--- src/hw/tmr_defs.vh ---
/*
  Constants of the three-channel interval timer: port offsets, control word
  fields, read/load codes, counting modes and reset values.
  Assumes inclusion by bare name from the timer design file.
*/
`ifndef TMR_DEFS_VH
`define TMR_DEFS_VH

// byte-wide i/o port offsets, bit 0 ignored (pairs such as 00D0/00D1)
`define TMR_ADDR_W 8
`define TMR_PORT_CNT0 8'hD0
`define TMR_PORT_CNT1 8'hD2
`define TMR_PORT_CNT2 8'hD4
`define TMR_PORT_CTRL 8'hD6

// control word fields
`define TMR_SEL_HI 7
`define TMR_SEL_LO 6
`define TMR_RWM_HI 5
`define TMR_RWM_LO 4
`define TMR_MODE_HI 3
`define TMR_MODE_LO 1
`define TMR_BCD_BIT 0

// read/load field codes
`define TMR_RWM_LATCH 2'h0
`define TMR_RWM_LSB 2'h1
`define TMR_RWM_MSB 2'h2
`define TMR_RWM_BOTH 2'h3

// counting modes (codes 6 and 7 act as 2 and 3)
`define TMR_MODE0 3'h0
`define TMR_MODE1 3'h1
`define TMR_MODE2 3'h2
`define TMR_MODE3 3'h3
`define TMR_MODE4 3'h4
`define TMR_MODE5 3'h5

// misc values
`define TMR_CNT_ONE 16'h0001
`define TMR_BYTE_ZERO 8'h00
`define TMR_RD_NONE 8'hFF
`define TMR_DIGIT_NINE 4'h9
`define TMR_DIGIT_ZERO 4'h0
`define TMR_DIGIT_ONE 4'h1
// gate pins idle at the pulled-up level
`define TMR_GATE_IDLE 3'h7

`endif

--- src/hw/tmr_timer.v ---
/*
  Three independent 16-bit down-counters behind a byte-wide i/o port bus,
  with one write-only control port and one data port per counter.
  Assumes io strobes come from logic on ref_clk; timer clock and gate pins
  are asynchronous and are synchronised here.
*/
`timescale 1ns/1ps
`include "tmr_defs.vh"

////////////////////////////////////////////////////////////////////////////
// three-flop synchroniser with agreement filter and rising-edge pulse
// resets to the idle level so no false edge follows reset
module tmr_sync #(
  parameter W = 1,
  parameter [W-1:0] INIT = {W{1'b0}}
) (
  input wire ref_clk,
  input wire resetn,
  input wire [W-1:0] pin,
  output reg [W-1:0] level_reg,
  output wire [W-1:0] rise
);
  reg [W-1:0] s1_reg;
  reg [W-1:0] s2_reg;
  reg [W-1:0] s3_reg;
  wire [W-1:0] agree;
  assign agree = ~(s2_reg ^ s3_reg);
  assign rise = agree & s2_reg & ~level_reg;
  // level follows once second and third stages agree
  always @(posedge ref_clk or negedge resetn) begin
    if (!resetn) begin
      s1_reg <= INIT;
      s2_reg <= INIT;
      s3_reg <= INIT;
      level_reg <= INIT;
    end else begin
      s1_reg <= pin;
      s2_reg <= s1_reg;
      s3_reg <= s2_reg;
      level_reg <= (agree & s2_reg) | (~agree & level_reg);
    end
  end
endmodule // tmr_sync

////////////////////////////////////////////////////////////////////////////
// one counter channel
module tmr_channel (
  input wire ref_clk,
  input wire resetn,
  input wire tick,
  input wire gate,
  input wire gate_rise,
  input wire ctl_wr,
  input wire [7:0] ctl_byte,
  input wire data_wr,
  input wire data_rd,
  input wire [7:0] wdata,
  output wire [7:0] rd_byte,
  output reg out_reg
);
  reg [2:0] mode_reg;
  reg [1:0] rwm_reg;
  reg bcd_reg;
  reg [15:0] init_reg;
  reg [15:0] cnt_reg;
  reg [15:0] latch_reg;
  reg latched_reg;
  reg wr_hi_reg;
  reg rd_hi_reg;
  reg load_pend_reg;
  reg trig_pend_reg;
  reg run_reg;
  wire [15:0] cnt_dec;
  wire [15:0] view;
  wire [2:0] m;
  wire term;
  wire last_rd;

  // bcd-aware decrement by one, 0 wraps to the top count
  function [15:0] dec16;
    input [15:0] v;
    input bcd;
    integer i;
    reg borrow;
    reg [3:0] d;
    begin
      dec16 = v - `TMR_CNT_ONE;
      borrow = 1'b1;
      if (bcd) begin
        for (i = 0; i < 4; i = i + 1) begin
          d = v[i*4 +: 4];
          if (borrow && d == `TMR_DIGIT_ZERO) begin
            dec16[i*4 +: 4] = `TMR_DIGIT_NINE;
          end else if (borrow) begin
            dec16[i*4 +: 4] = d - `TMR_DIGIT_ONE;
            borrow = 1'b0;
          end else begin
            dec16[i*4 +: 4] = d;
          end
        end
      end
    end
  endfunction

  assign cnt_dec = dec16(cnt_reg, bcd_reg);
  // codes 6 and 7 fold onto modes 2 and 3
  assign m = (mode_reg[2] && mode_reg[1]) ? {1'b0, mode_reg[1:0]} :
             mode_reg;
  assign term = (cnt_reg == `TMR_CNT_ONE);
  assign view = latched_reg ? latch_reg : cnt_reg;
  // low byte first for two-byte access, else the selected byte
  assign rd_byte = ((rwm_reg == `TMR_RWM_MSB) ||
                    (rwm_reg == `TMR_RWM_BOTH && rd_hi_reg)) ?
                   view[15:8] : view[7:0];
  assign last_rd = (rwm_reg != `TMR_RWM_BOTH) || rd_hi_reg;

  // host side: mode words, count loads, latch and read pointers
  always @(posedge ref_clk or negedge resetn) begin
    if (!resetn) begin
      mode_reg <= `TMR_MODE0;
      rwm_reg <= `TMR_RWM_BOTH;
      bcd_reg <= 1'b0;
      latched_reg <= 1'b0;
      latch_reg <= 16'h0000;
      wr_hi_reg <= 1'b0;
      rd_hi_reg <= 1'b0;
    end else if (ctl_wr) begin
      if (ctl_byte[`TMR_RWM_HI:`TMR_RWM_LO] == `TMR_RWM_LATCH) begin
        if (!latched_reg) begin
          latch_reg <= cnt_reg;
          latched_reg <= 1'b1;
          rd_hi_reg <= 1'b0;
        end
      end else begin
        mode_reg <= ctl_byte[`TMR_MODE_HI:`TMR_MODE_LO];
        rwm_reg <= ctl_byte[`TMR_RWM_HI:`TMR_RWM_LO];
        bcd_reg <= ctl_byte[`TMR_BCD_BIT];
        latched_reg <= 1'b0;
        wr_hi_reg <= 1'b0;
        rd_hi_reg <= 1'b0;
      end
    end else begin
      if (data_wr && rwm_reg == `TMR_RWM_BOTH) begin
        wr_hi_reg <= ~wr_hi_reg;
      end
      if (data_rd) begin
        rd_hi_reg <= (rwm_reg == `TMR_RWM_BOTH) ? ~rd_hi_reg : 1'b0;
        if (last_rd) begin
          latched_reg <= 1'b0;
        end
      end
    end
  end

  // initial count register, not touched by reset
  always @(posedge ref_clk) begin
    if (data_wr && !ctl_wr) begin
      case (rwm_reg)
        `TMR_RWM_LSB: init_reg <= {`TMR_BYTE_ZERO, wdata};
        `TMR_RWM_MSB: init_reg <= {wdata, `TMR_BYTE_ZERO};
        default: begin
          if (wr_hi_reg) begin
            init_reg[15:8] <= wdata;
          end else begin
            init_reg[7:0] <= wdata;
          end
        end
      endcase
    end
  end

  // working count register, not touched by reset
  always @(posedge ref_clk) begin
    if (tick) begin
      if (load_pend_reg && !(run_reg &&
          (m == `TMR_MODE2 || m == `TMR_MODE3 ||
           m == `TMR_MODE1 || m == `TMR_MODE5))) begin
        cnt_reg <= init_reg;
      end else if (trig_pend_reg &&
                   (m == `TMR_MODE1 || m == `TMR_MODE5)) begin
        cnt_reg <= init_reg;
      end else if (trig_pend_reg &&
                   (m == `TMR_MODE2 || m == `TMR_MODE3)) begin
        cnt_reg <= init_reg;
      end else if (run_reg && term &&
                   (m == `TMR_MODE2 || m == `TMR_MODE3)) begin
        cnt_reg <= init_reg;
      end else if ((run_reg || m == `TMR_MODE0) &&
                   (gate || m == `TMR_MODE1 || m == `TMR_MODE5)) begin
        cnt_reg <= cnt_dec;
      end
    end
  end

  // sequencing: pending load and trigger, run flag and output
  always @(posedge ref_clk or negedge resetn) begin
    if (!resetn) begin
      load_pend_reg <= 1'b0;
      trig_pend_reg <= 1'b0;
      run_reg <= 1'b0;
      out_reg <= 1'b1;
    end else if (ctl_wr &&
                 ctl_byte[`TMR_RWM_HI:`TMR_RWM_LO] != `TMR_RWM_LATCH) begin
      // new mode word: idle, output high except mode 0
      load_pend_reg <= 1'b0;
      trig_pend_reg <= 1'b0;
      run_reg <= 1'b0;
      out_reg <= (ctl_byte[`TMR_MODE_HI:`TMR_MODE_LO] != `TMR_MODE0);
    end else begin
      // last byte of a load arms the counter; set wins over the tick
      if (data_wr && (rwm_reg != `TMR_RWM_BOTH || wr_hi_reg)) begin
        load_pend_reg <= 1'b1;
      end else if (tick) begin
        load_pend_reg <= 1'b0;
      end
      if (gate_rise) begin
        trig_pend_reg <= 1'b1;
      end else if (tick) begin
        trig_pend_reg <= 1'b0;
      end
      if ((m == `TMR_MODE2 || m == `TMR_MODE3) && !gate) begin
        out_reg <= 1'b1;
      end else if (tick) begin
        case (m)
          `TMR_MODE0: begin
            if (load_pend_reg) begin
              out_reg <= 1'b0;
            end else if (gate && term) begin
              out_reg <= 1'b1;
            end
          end
          `TMR_MODE1: begin
            if (trig_pend_reg) begin
              run_reg <= 1'b1;
              out_reg <= 1'b0;
            end else if (run_reg && term) begin
              run_reg <= 1'b0;
              out_reg <= 1'b1;
            end
          end
          `TMR_MODE2, `TMR_MODE3: begin
            if (load_pend_reg && !run_reg) begin
              run_reg <= 1'b1;
              out_reg <= 1'b1;
            end else if (trig_pend_reg || !run_reg) begin
              out_reg <= 1'b1;
            end else if (m == `TMR_MODE2) begin
              out_reg <= ~term;
            end else if (term) begin
              out_reg <= 1'b1;
            end else if (cnt_reg == ({1'b0, init_reg[15:1]} +
                                     `TMR_CNT_ONE)) begin
              out_reg <= 1'b0;
            end
          end
          `TMR_MODE4: begin
            out_reg <= 1'b1;
            if (load_pend_reg) begin
              run_reg <= 1'b1;
            end else if (run_reg && gate && term) begin
              run_reg <= 1'b0;
              out_reg <= 1'b0;
            end
          end
          `TMR_MODE5: begin
            out_reg <= 1'b1;
            if (trig_pend_reg) begin
              run_reg <= 1'b1;
            end else if (run_reg && term) begin
              run_reg <= 1'b0;
              out_reg <= 1'b0;
            end
          end
          default: out_reg <= 1'b1;
        endcase
      end
    end
  end
endmodule // tmr_channel

////////////////////////////////////////////////////////////////////////////
// top: port decode, gate selection and the three channels
module tmr_timer (
  input wire ref_clk,
  input wire resetn,
  input wire [7:0] io_addr,
  input wire [7:0] io_wdata,
  input wire io_wr,
  input wire io_rd,
  output reg [7:0] io_rdata,
  input wire timer_clk,
  input wire [2:0] gate_pin,
  input wire gate_from_ppc,
  input wire [2:0] parallel_port_c,
  output wire [2:0] timer_out
);
  wire tick;
  wire [2:0] gate_src;
  wire [2:0] gate_lvl;
  wire [2:0] gate_rise;
  wire [2:0] sel_ch;
  wire ctl_wr;
  wire [7:0] rd_byte [0:2];
  wire [1:0] ctl_sel;
  genvar g;

  // gate source: pulled-up pin or parallel port output bits
  assign gate_src = gate_from_ppc ? parallel_port_c : gate_pin;

  tmr_sync #(.W(1)) u_clk_sync (
    .ref_clk(ref_clk),
    .resetn(resetn),
    .pin(timer_clk),
    .level_reg(),
    .rise(tick)
  );

  tmr_sync #(.W(3), .INIT(`TMR_GATE_IDLE)) u_gate_sync (
    .ref_clk(ref_clk),
    .resetn(resetn),
    .pin(gate_src),
    .level_reg(gate_lvl),
    .rise(gate_rise)
  );

  // port decode, bit 0 of the address ignored
  assign sel_ch[0] = ({io_addr[7:1], 1'b0} == `TMR_PORT_CNT0);
  assign sel_ch[1] = ({io_addr[7:1], 1'b0} == `TMR_PORT_CNT1);
  assign sel_ch[2] = ({io_addr[7:1], 1'b0} == `TMR_PORT_CNT2);
  assign ctl_wr = io_wr && ({io_addr[7:1], 1'b0} == `TMR_PORT_CTRL);
  assign ctl_sel = io_wdata[`TMR_SEL_HI:`TMR_SEL_LO];

  generate
    for (g = 0; g < 3; g = g + 1) begin : ch
      tmr_channel u_ch (
        .ref_clk(ref_clk),
        .resetn(resetn),
        .tick(tick),
        .gate(gate_lvl[g]),
        .gate_rise(gate_rise[g]),
        .ctl_wr(ctl_wr && ctl_sel == g),
        .ctl_byte(io_wdata),
        .data_wr(io_wr && sel_ch[g]),
        .data_rd(io_rd && sel_ch[g]),
        .wdata(io_wdata),
        .rd_byte(rd_byte[g]),
        .out_reg(timer_out[g])
      );
    end
  endgenerate

  // read data register; control port and others read all ones
  always @(posedge ref_clk or negedge resetn) begin
    if (!resetn) begin
      io_rdata <= `TMR_RD_NONE;
    end else if (io_rd) begin
      if (sel_ch[0]) begin
        io_rdata <= rd_byte[0];
      end else if (sel_ch[1]) begin
        io_rdata <= rd_byte[1];
      end else if (sel_ch[2]) begin
        io_rdata <= rd_byte[2];
      end else begin
        io_rdata <= `TMR_RD_NONE;
      end
    end
  end
endmodule // tmr_timer

--- config.mk ---
export PLATFORM = sky130hd
export DESIGN_NAME = tmr_timer
export DESIGN_NICKNAME = d
export VERILOG_FILES = /design/src/hw/tmr_timer.v
export VERILOG_INCLUDE_DIRS = /design/src /design/src/hw
export SDC_FILE = /design/constraint.sdc
export NUM_CORES = 1
export LEC_CHECK = 0
export ABC_AREA = 1
export BUFFER_PORTS_ARGS = -buffer_cell sky130_fd_sc_hd__buf_2
export CAP_MARGIN = 20
export CORE_MARGIN = 2
export CORE_UTILIZATION = 50
export CTS_CLUSTER_DIAMETER = 40
export DETAILED_ROUTE_END_ITERATION = 7
export PLACE_DENSITY = 0.68
export SKIP_CTS_REPAIR_TIMING = 1
export SLEW_MARGIN = 10
export SYNTH_ARGS = -nofsm -noshare
export SYNTH_HDL_FRONTEND = slang
export SYNTH_SLANG_ARGS = --single-unit
--- constraint.sdc ---
create_clock -name ref_clk -period 5.38 [get_ports ref_clk]
set_input_delay 0 -clock ref_clk [delete_from_list [all_inputs] [get_ports ref_clk]]
set_output_delay 0 -clock ref_clk [all_outputs]
set_load 0.05 [all_outputs]
Word-level counts from Yosys, hierarchy flattened
Index checks and enable logic that the tools add are counted.
- $add $sub $neg: 18
- $mul: 0
- divide/modulo/power cells: 0
- magnitude comparators: 0
- equality and inequality tests: 78
- shift operators: 0
- multiplexer cells: 202
- bitwise gates (word level): 25
- reductions and logical operators: 212
- operators by type and width (operator ; number):
    $mux 16 ; 21
    $mux 1 ; 135
    $mux 8 ; 12
    $pmux 16 s2 ; 3
    $mux 4 ; 21
    $logic_and 1x1->1 ; 73
    $ne 7x7->1 const B ; 9
    $add 15x1->16 const B ; 3
    $eq 16x1->1 const B ; 3
    $eq 16x16->1 ; 3
    $logic_not 4->1 ; 12
    $reduce_and 2->1 ; 24
    $sub 16x1->16 const B ; 3
    $sub 4x1->4 const B ; 12
    $reduce_bool 3->1 ; 13
    $logic_or 1x1->1 ; 33
    $eq 7x7->1 const B ; 4
    $reduce_and 3->1 ; 9
    $reduce_bool 2->1 ; 13
    $ne 4x1->1 const B ; 6
    $ne 8x1->1 const B ; 3
    $eq 3x2->1 const B ; 6
    $eq 3x3->1 const B ; 6
    $ne 3x3->1 const B ; 6
    27 further kinds ; 102
- bits in registers: 207
- bits in latches: 0
- memory bits (writable): 0
- memory bits (read-only): 0
- bits of input ports: 28
- memories kept: 0

Depth between registers and ports, before layout
- depth after elaboration: 17
- gate-level depth with buffers: 18

Hierarchy
A second synthesis with hierarchy kept.
- cell total of the unflattened synthesis: 1969
- area total of the unflattened synthesis: 14390.1 µm²
- by module, submodules not included (module ; times used ; cells each ; area an instance (µm²)):
    tmr_channel (ch[0].u_ch ...) ; 2 ; 609 ; 4354.2
    tmr_channel (ch[2].u_ch) ; 1 ; 588 ; 4272.8
    tmr_timer ; 1 ; 119 ; 853.3
    tmr_sync (u_gate_sync) ; 1 ; 33 ; 420.4
    tmr_sync (u_clk_sync) ; 1 ; 11 ; 135.1

Least setup slack after synthesis
No wires, ideal clock.
- path kind: flip-flop to flip-flop
- start point: register ch[0].u_ch.cnt_reg[4]
- end point: register ch[0].u_ch.cnt_reg[4], enable pin
- data arrival time: 2.142 ns
- data required time: 5.033 ns
- path slack: 2.892 ns
- cell stages (with the launch flop): 13
- buffers on the path: 1
- clock period less this slack: 2.488 ns
- cells stage by stage: edfxtp_1 > inv_1 > ha_1 > inv_1 > nor2_4 > nand2_2 > inv_2 > nand4_4 > or2_4 > o21ai_4 > inv_4 > buf_6 > a31oi_1
- longest elaborated chain between the ends: 5
- elaborated cells on any way between the ends: 8
- those cells by class: eq/ne: 2; reduce/logical: 6
- ends and longest elaborated chain (what ; line ; source):
    start: declaration ; tmr_timer.v:65 ; reg [15:0] cnt_reg;
    start signal: assignment ; tmr_timer.v:178 ; cnt_reg <= init_reg;
    start signal: assignment ; tmr_timer.v:181 ; cnt_reg <= init_reg;
    start signal: assignment ; tmr_timer.v:184 ; cnt_reg <= init_reg;
    $eq 16x1->1 (no line) ; -- ;
    $logic_and 1x1->1 (2 in a row) ; tmr_timer.v:185 ; end else if (run_reg && term &&
    $ne 7x7->1 (no line) / $reduce_bool 5->1 (equally long branches) ; -- ;
    $reduce_and 3->1 (no line) * ; -- ;
Every way passes the cells marked *; elsewhere a longest branch is shown, timed or not.
A chain may end at the register's enable or synchronous reset.

Worst setup path after layout
- start point: register ch[1].u_ch.cnt_reg[8]
- end point: register ch[1].u_ch.cnt_reg[4], enable pin
- longest elaborated chain between the ends: 5
- elaborated cells on any way between the ends: 6
- those cells by class: eq/ne: 2; reduce/logical: 4
- ends and longest elaborated chain (what ; line):
    start: declaration ; tmr_timer.v:65
    start signal: assignment ; tmr_timer.v:178
    start signal: assignment ; tmr_timer.v:181
    start signal: assignment ; tmr_timer.v:184
    $eq 16x1->1 (no line) * ; --
    $logic_and 1x1->1 * (2 in a row) ; tmr_timer.v:185
    $ne 7x7->1 (no line) / $reduce_bool 5->1 (equally long branches) ; --
    $reduce_and 3->1 (no line) * ; --
Marks and branches as above.

==> flow_metrics.tcl <==
set metrics [dict create \
    worst_pin_slew_ns 0.921 \
    yosysWarnings 0 \
    status "finished, violations left" \
    num_vias 12437 \
    clk_pin_slew_worst_paths_ns 0.06 \
    timing.final.max_slew_violations 0 \
    layout_commonest_cell "nand2_1" \
    drt-total-wl_um 36800 \
    grt_max_degree 62 \
    synth_seq_cells 207 \
    grt_pass1_vias 11476 \
    antenna_found_initial 0 \
    crit_chain "inv_1 -> ha_1 -> nand3_1 -> nor2_1 -> nand2_1 -> inv_1 -> nand2_1 -> o21ai_4 -> inv_1 -> nand2_1 -> nand2_1 -> a31oi_1" \
    fmax_ghz 0.285 \
    synth_nets 1885 \
    cpMaxStageDelayCell "a31oi_1" \
    maxCapViolations 0 \
    cts_root_buf "clkbuf_16" \
    grt_usage_pct 26.1 \
    rsz0062_at_grt "no" \
    final_cell_mix "432 x nand2_1, 254 x nor2_1, 236 x inv_1, 162 x o21ai_0, 99 x nand3_1" \
    maxSlewHeadroom_pct 38.6 \
    drt-initial-drc-count 1135 \
    fin_nets 1940 \
    rows 60 \
    cp.arrival_ns 3.66 \
    clock_latency_ns 0.53 \
    dieHeight_um 168 \
    route.detailed.drc 0 \
    fin_util_pct 58.0 \
    drt_first_pass_iters 6 \
    hold_violations 3 \
    worstPathRequired_ns 5.53 \
    startpoint_type "register" \
    tritoncts "done" \
    diodes 0 \
    timing.rr.start "ch[1].u_ch.cnt_reg[8]" \
    globalRouteOverflowTotal 0 \
    max_stage_delay_ns 0.46 \
    postRouteAntennaNets 0 \
    fin_skew_ns 0.0213 \
    reg2reg_depth 12 \
    tns_ns 0 \
    netlist_area_um2 13500 \
    drive_above_1_share_pct 9.16 \
    gp_congestion 0.934 \
    cpLargestDelayFamily "compound AO/OA/AOI/OAI gates" \
    r2r_slack_ns 1.87 \
    hpwlAfterDp_um 27000 \
    fin_crit_sh_pct 65.3 \
    violations "negative hold slack" \
    cts_buffer_depth 3 \
    synth.distinct_cells 55 \
    crit_top_cell "nand2_1" \
    whs_path_depth 7 \
    setup_viol 0 \
    hp-start "io_wdata[3]" \
    total_power_mw 4.80 \
    hold_slack_ns -0.0318 \
    ios 39 \
    grt_pass1_wl_um 59100 \
    synth.avg_cell_area_um2 7.45 \
    area_growth_pct 14.7 \
    wl_per_cell_um 16.4 \
    worstSetupEndpointType "register" \
    power.density_nw_per_um2 310 \
    p_leak_nw 6.97 \
    hold_end "ch[0].u_ch.out_reg" \
    criticalPathCategory "reg -> reg" \
    crit_fanout 21 \
    die_width_um 168 \
    cts_made_buffers 39 \
    cts.htree.levels 2 \
    port-buffer-count 37 \
    cts_sinks 207 \
    synth_seq_area_share_pct 42.2 \
    r2r-end "ch[1].u_ch.cnt_reg[4]" \
    via_per_inst 5.55 \
    start_util_pct 50.6 \
    die_area_um2 28400 \
    min_period_ns 3.51 \
    ir_drop_uv 266 \
    core_area_um2 26700 \
    hp-class "in -> reg" \
    worst-path-buf-inv 3 \
    syn_inst 1814 \
]
## cells in the mapped netlist, drive strengths merged
| master | number | area [um^2] |
|---|---|---|
| nand2 | 434 | 1630 |
| nor2 | 259 | 990 |
| o221ai | 5 | 43.8 |
| mux2i | 3 | 30.0 |
| o22ai | 5 | 31.3 |
| nor3 | 20 | 110 |
| nor3b | 1 | 7.51 |
| a21boi | 3 | 22.5 |
| a31oi | 17 | 106 |
| o22a | 3 | 26.3 |
| a2bb2oi | 1 | 8.76 |
| o21ai | 169 | 868 |
| a211oi | 2 | 15.0 |
| inv | 242 | 911 |
| nand4 | 28 | 190 |
| clkbuf | 30 | 113 |
| a221oi | 3 | 26.3 |
| clkinv | 5 | 18.8 |
| buf | 15 | 87.6 |
| nand3 | 99 | 495 |
| nor4b | 1 | 8.76 |
| or2 | 10 | 65.1 |
| mux2 | 5 | 56.3 |
| xnor3 | 3 | 67.6 |
| dfrtp | 82 | 2050 |
| o21bai | 3 | 22.5 |
| o211ai | 22 | 165 |
| a22oi | 6 | 45.0 |
| xnor2 | 13 | 114 |
| ha | 43 | 538 |
| o311ai | 8 | 70.1 |
| edfxtp | 96 | 2880 |
| nand3b | 4 | 30.0 |
| xor2 | 33 | 289 |
| nor4 | 2 | 12.5 |
| a32oi | 3 | 26.3 |
| o31ai | 9 | 67.6 |
| dfstp | 29 | 762 |
| or4 | 1 | 7.51 |
| a21oi | 94 | 470 |
| o21a | 3 | 22.5 |
## worst min-delay path, stage by stage
cell     delay, ns
buf_2         0.09
nor2_1        0.04
inv_1         0.06
nor3_1        0.06
nor2_1        0.09
nand2_1       0.05
nand2_1       0.05
## per-stage QoR
stage               area (um^2)  worst slack [ns]  instances
finish                    15500              1.87       2241
floorplan                 13500              2.89       1814
CTS                       15300              1.92       2223
global placement          14000              1.98       2151
global route              15500              1.50       2241
detailed placement        14000              1.95       2151
## power by group
group | internal (mW) | switching [mW]
Clock | 1.56 | 0.895
Combinational | 0.165 | 0.343
Sequential | 1.76 | 0.0706
Total | 3.49 | 1.31
## layout make-up
| type | count | area [um^2] |
|---|---|---|
| Sequential cell | 207 | 5700 |
| Timing Repair Buffer | 59 | 408 |
| Inverter | 247 | 930 |
| Tap cell | 341 | 427 |
| Multi-Input combinational cell | 1315 | 6690 |
| Clock buffer | 47 | 1080 |
| Clock inverter | 25 | 265 |
| Fill cell | 2444 | 11200 |
## cells by family (layout without fill, tap and decap cells)
kind of cell	Yosys count	count (layout)	share of synthesized area [%]
XOR/XNOR	49	49	3.48
buffers and inverters	292	378	8.36
flip-flops	207	207	42.2
AND/OR/NAND/NOR	859	859	26.3
AO/OA/AOI/OAI	356	356	15.1
multiplexers	8	8	0.639
adder cells (fa/ha/maj)	43	43	3.98
## routing by layer
metal | part of all wire, % | GRT usage (%) | up-vias
met4 | 3.3 | 8.81 | 0
li1 | - | - | 6123
met3 | 6.8 | 3.39 | 80
met2 | 46 | 42.2 | 430
met1 | 44 | 36.3 | 5804
met5 | 0 | 0 | -
## worst max path at each step
stage          cells after the start                endpoint             startpoint
2_1_floorplan                     12   ch[0].u_ch.cnt_reg[4]  ch[0].u_ch.cnt_reg[4]
4_1_cts                           12  ch[1].u_ch.cnt_reg[13]  ch[1].u_ch.cnt_reg[8]
5_1_grt                           12  ch[1].u_ch.cnt_reg[12]  ch[1].u_ch.cnt_reg[8]
3_5_place_dp                      12  ch[1].u_ch.cnt_reg[14]  ch[1].u_ch.cnt_reg[8]
6_report                          12   ch[1].u_ch.cnt_reg[4]  ch[1].u_ch.cnt_reg[8]
3_3_place_gp                      12  ch[1].u_ch.cnt_reg[12]  ch[1].u_ch.cnt_reg[8]
No activity file was read; power rests on OpenSTA's default activity.
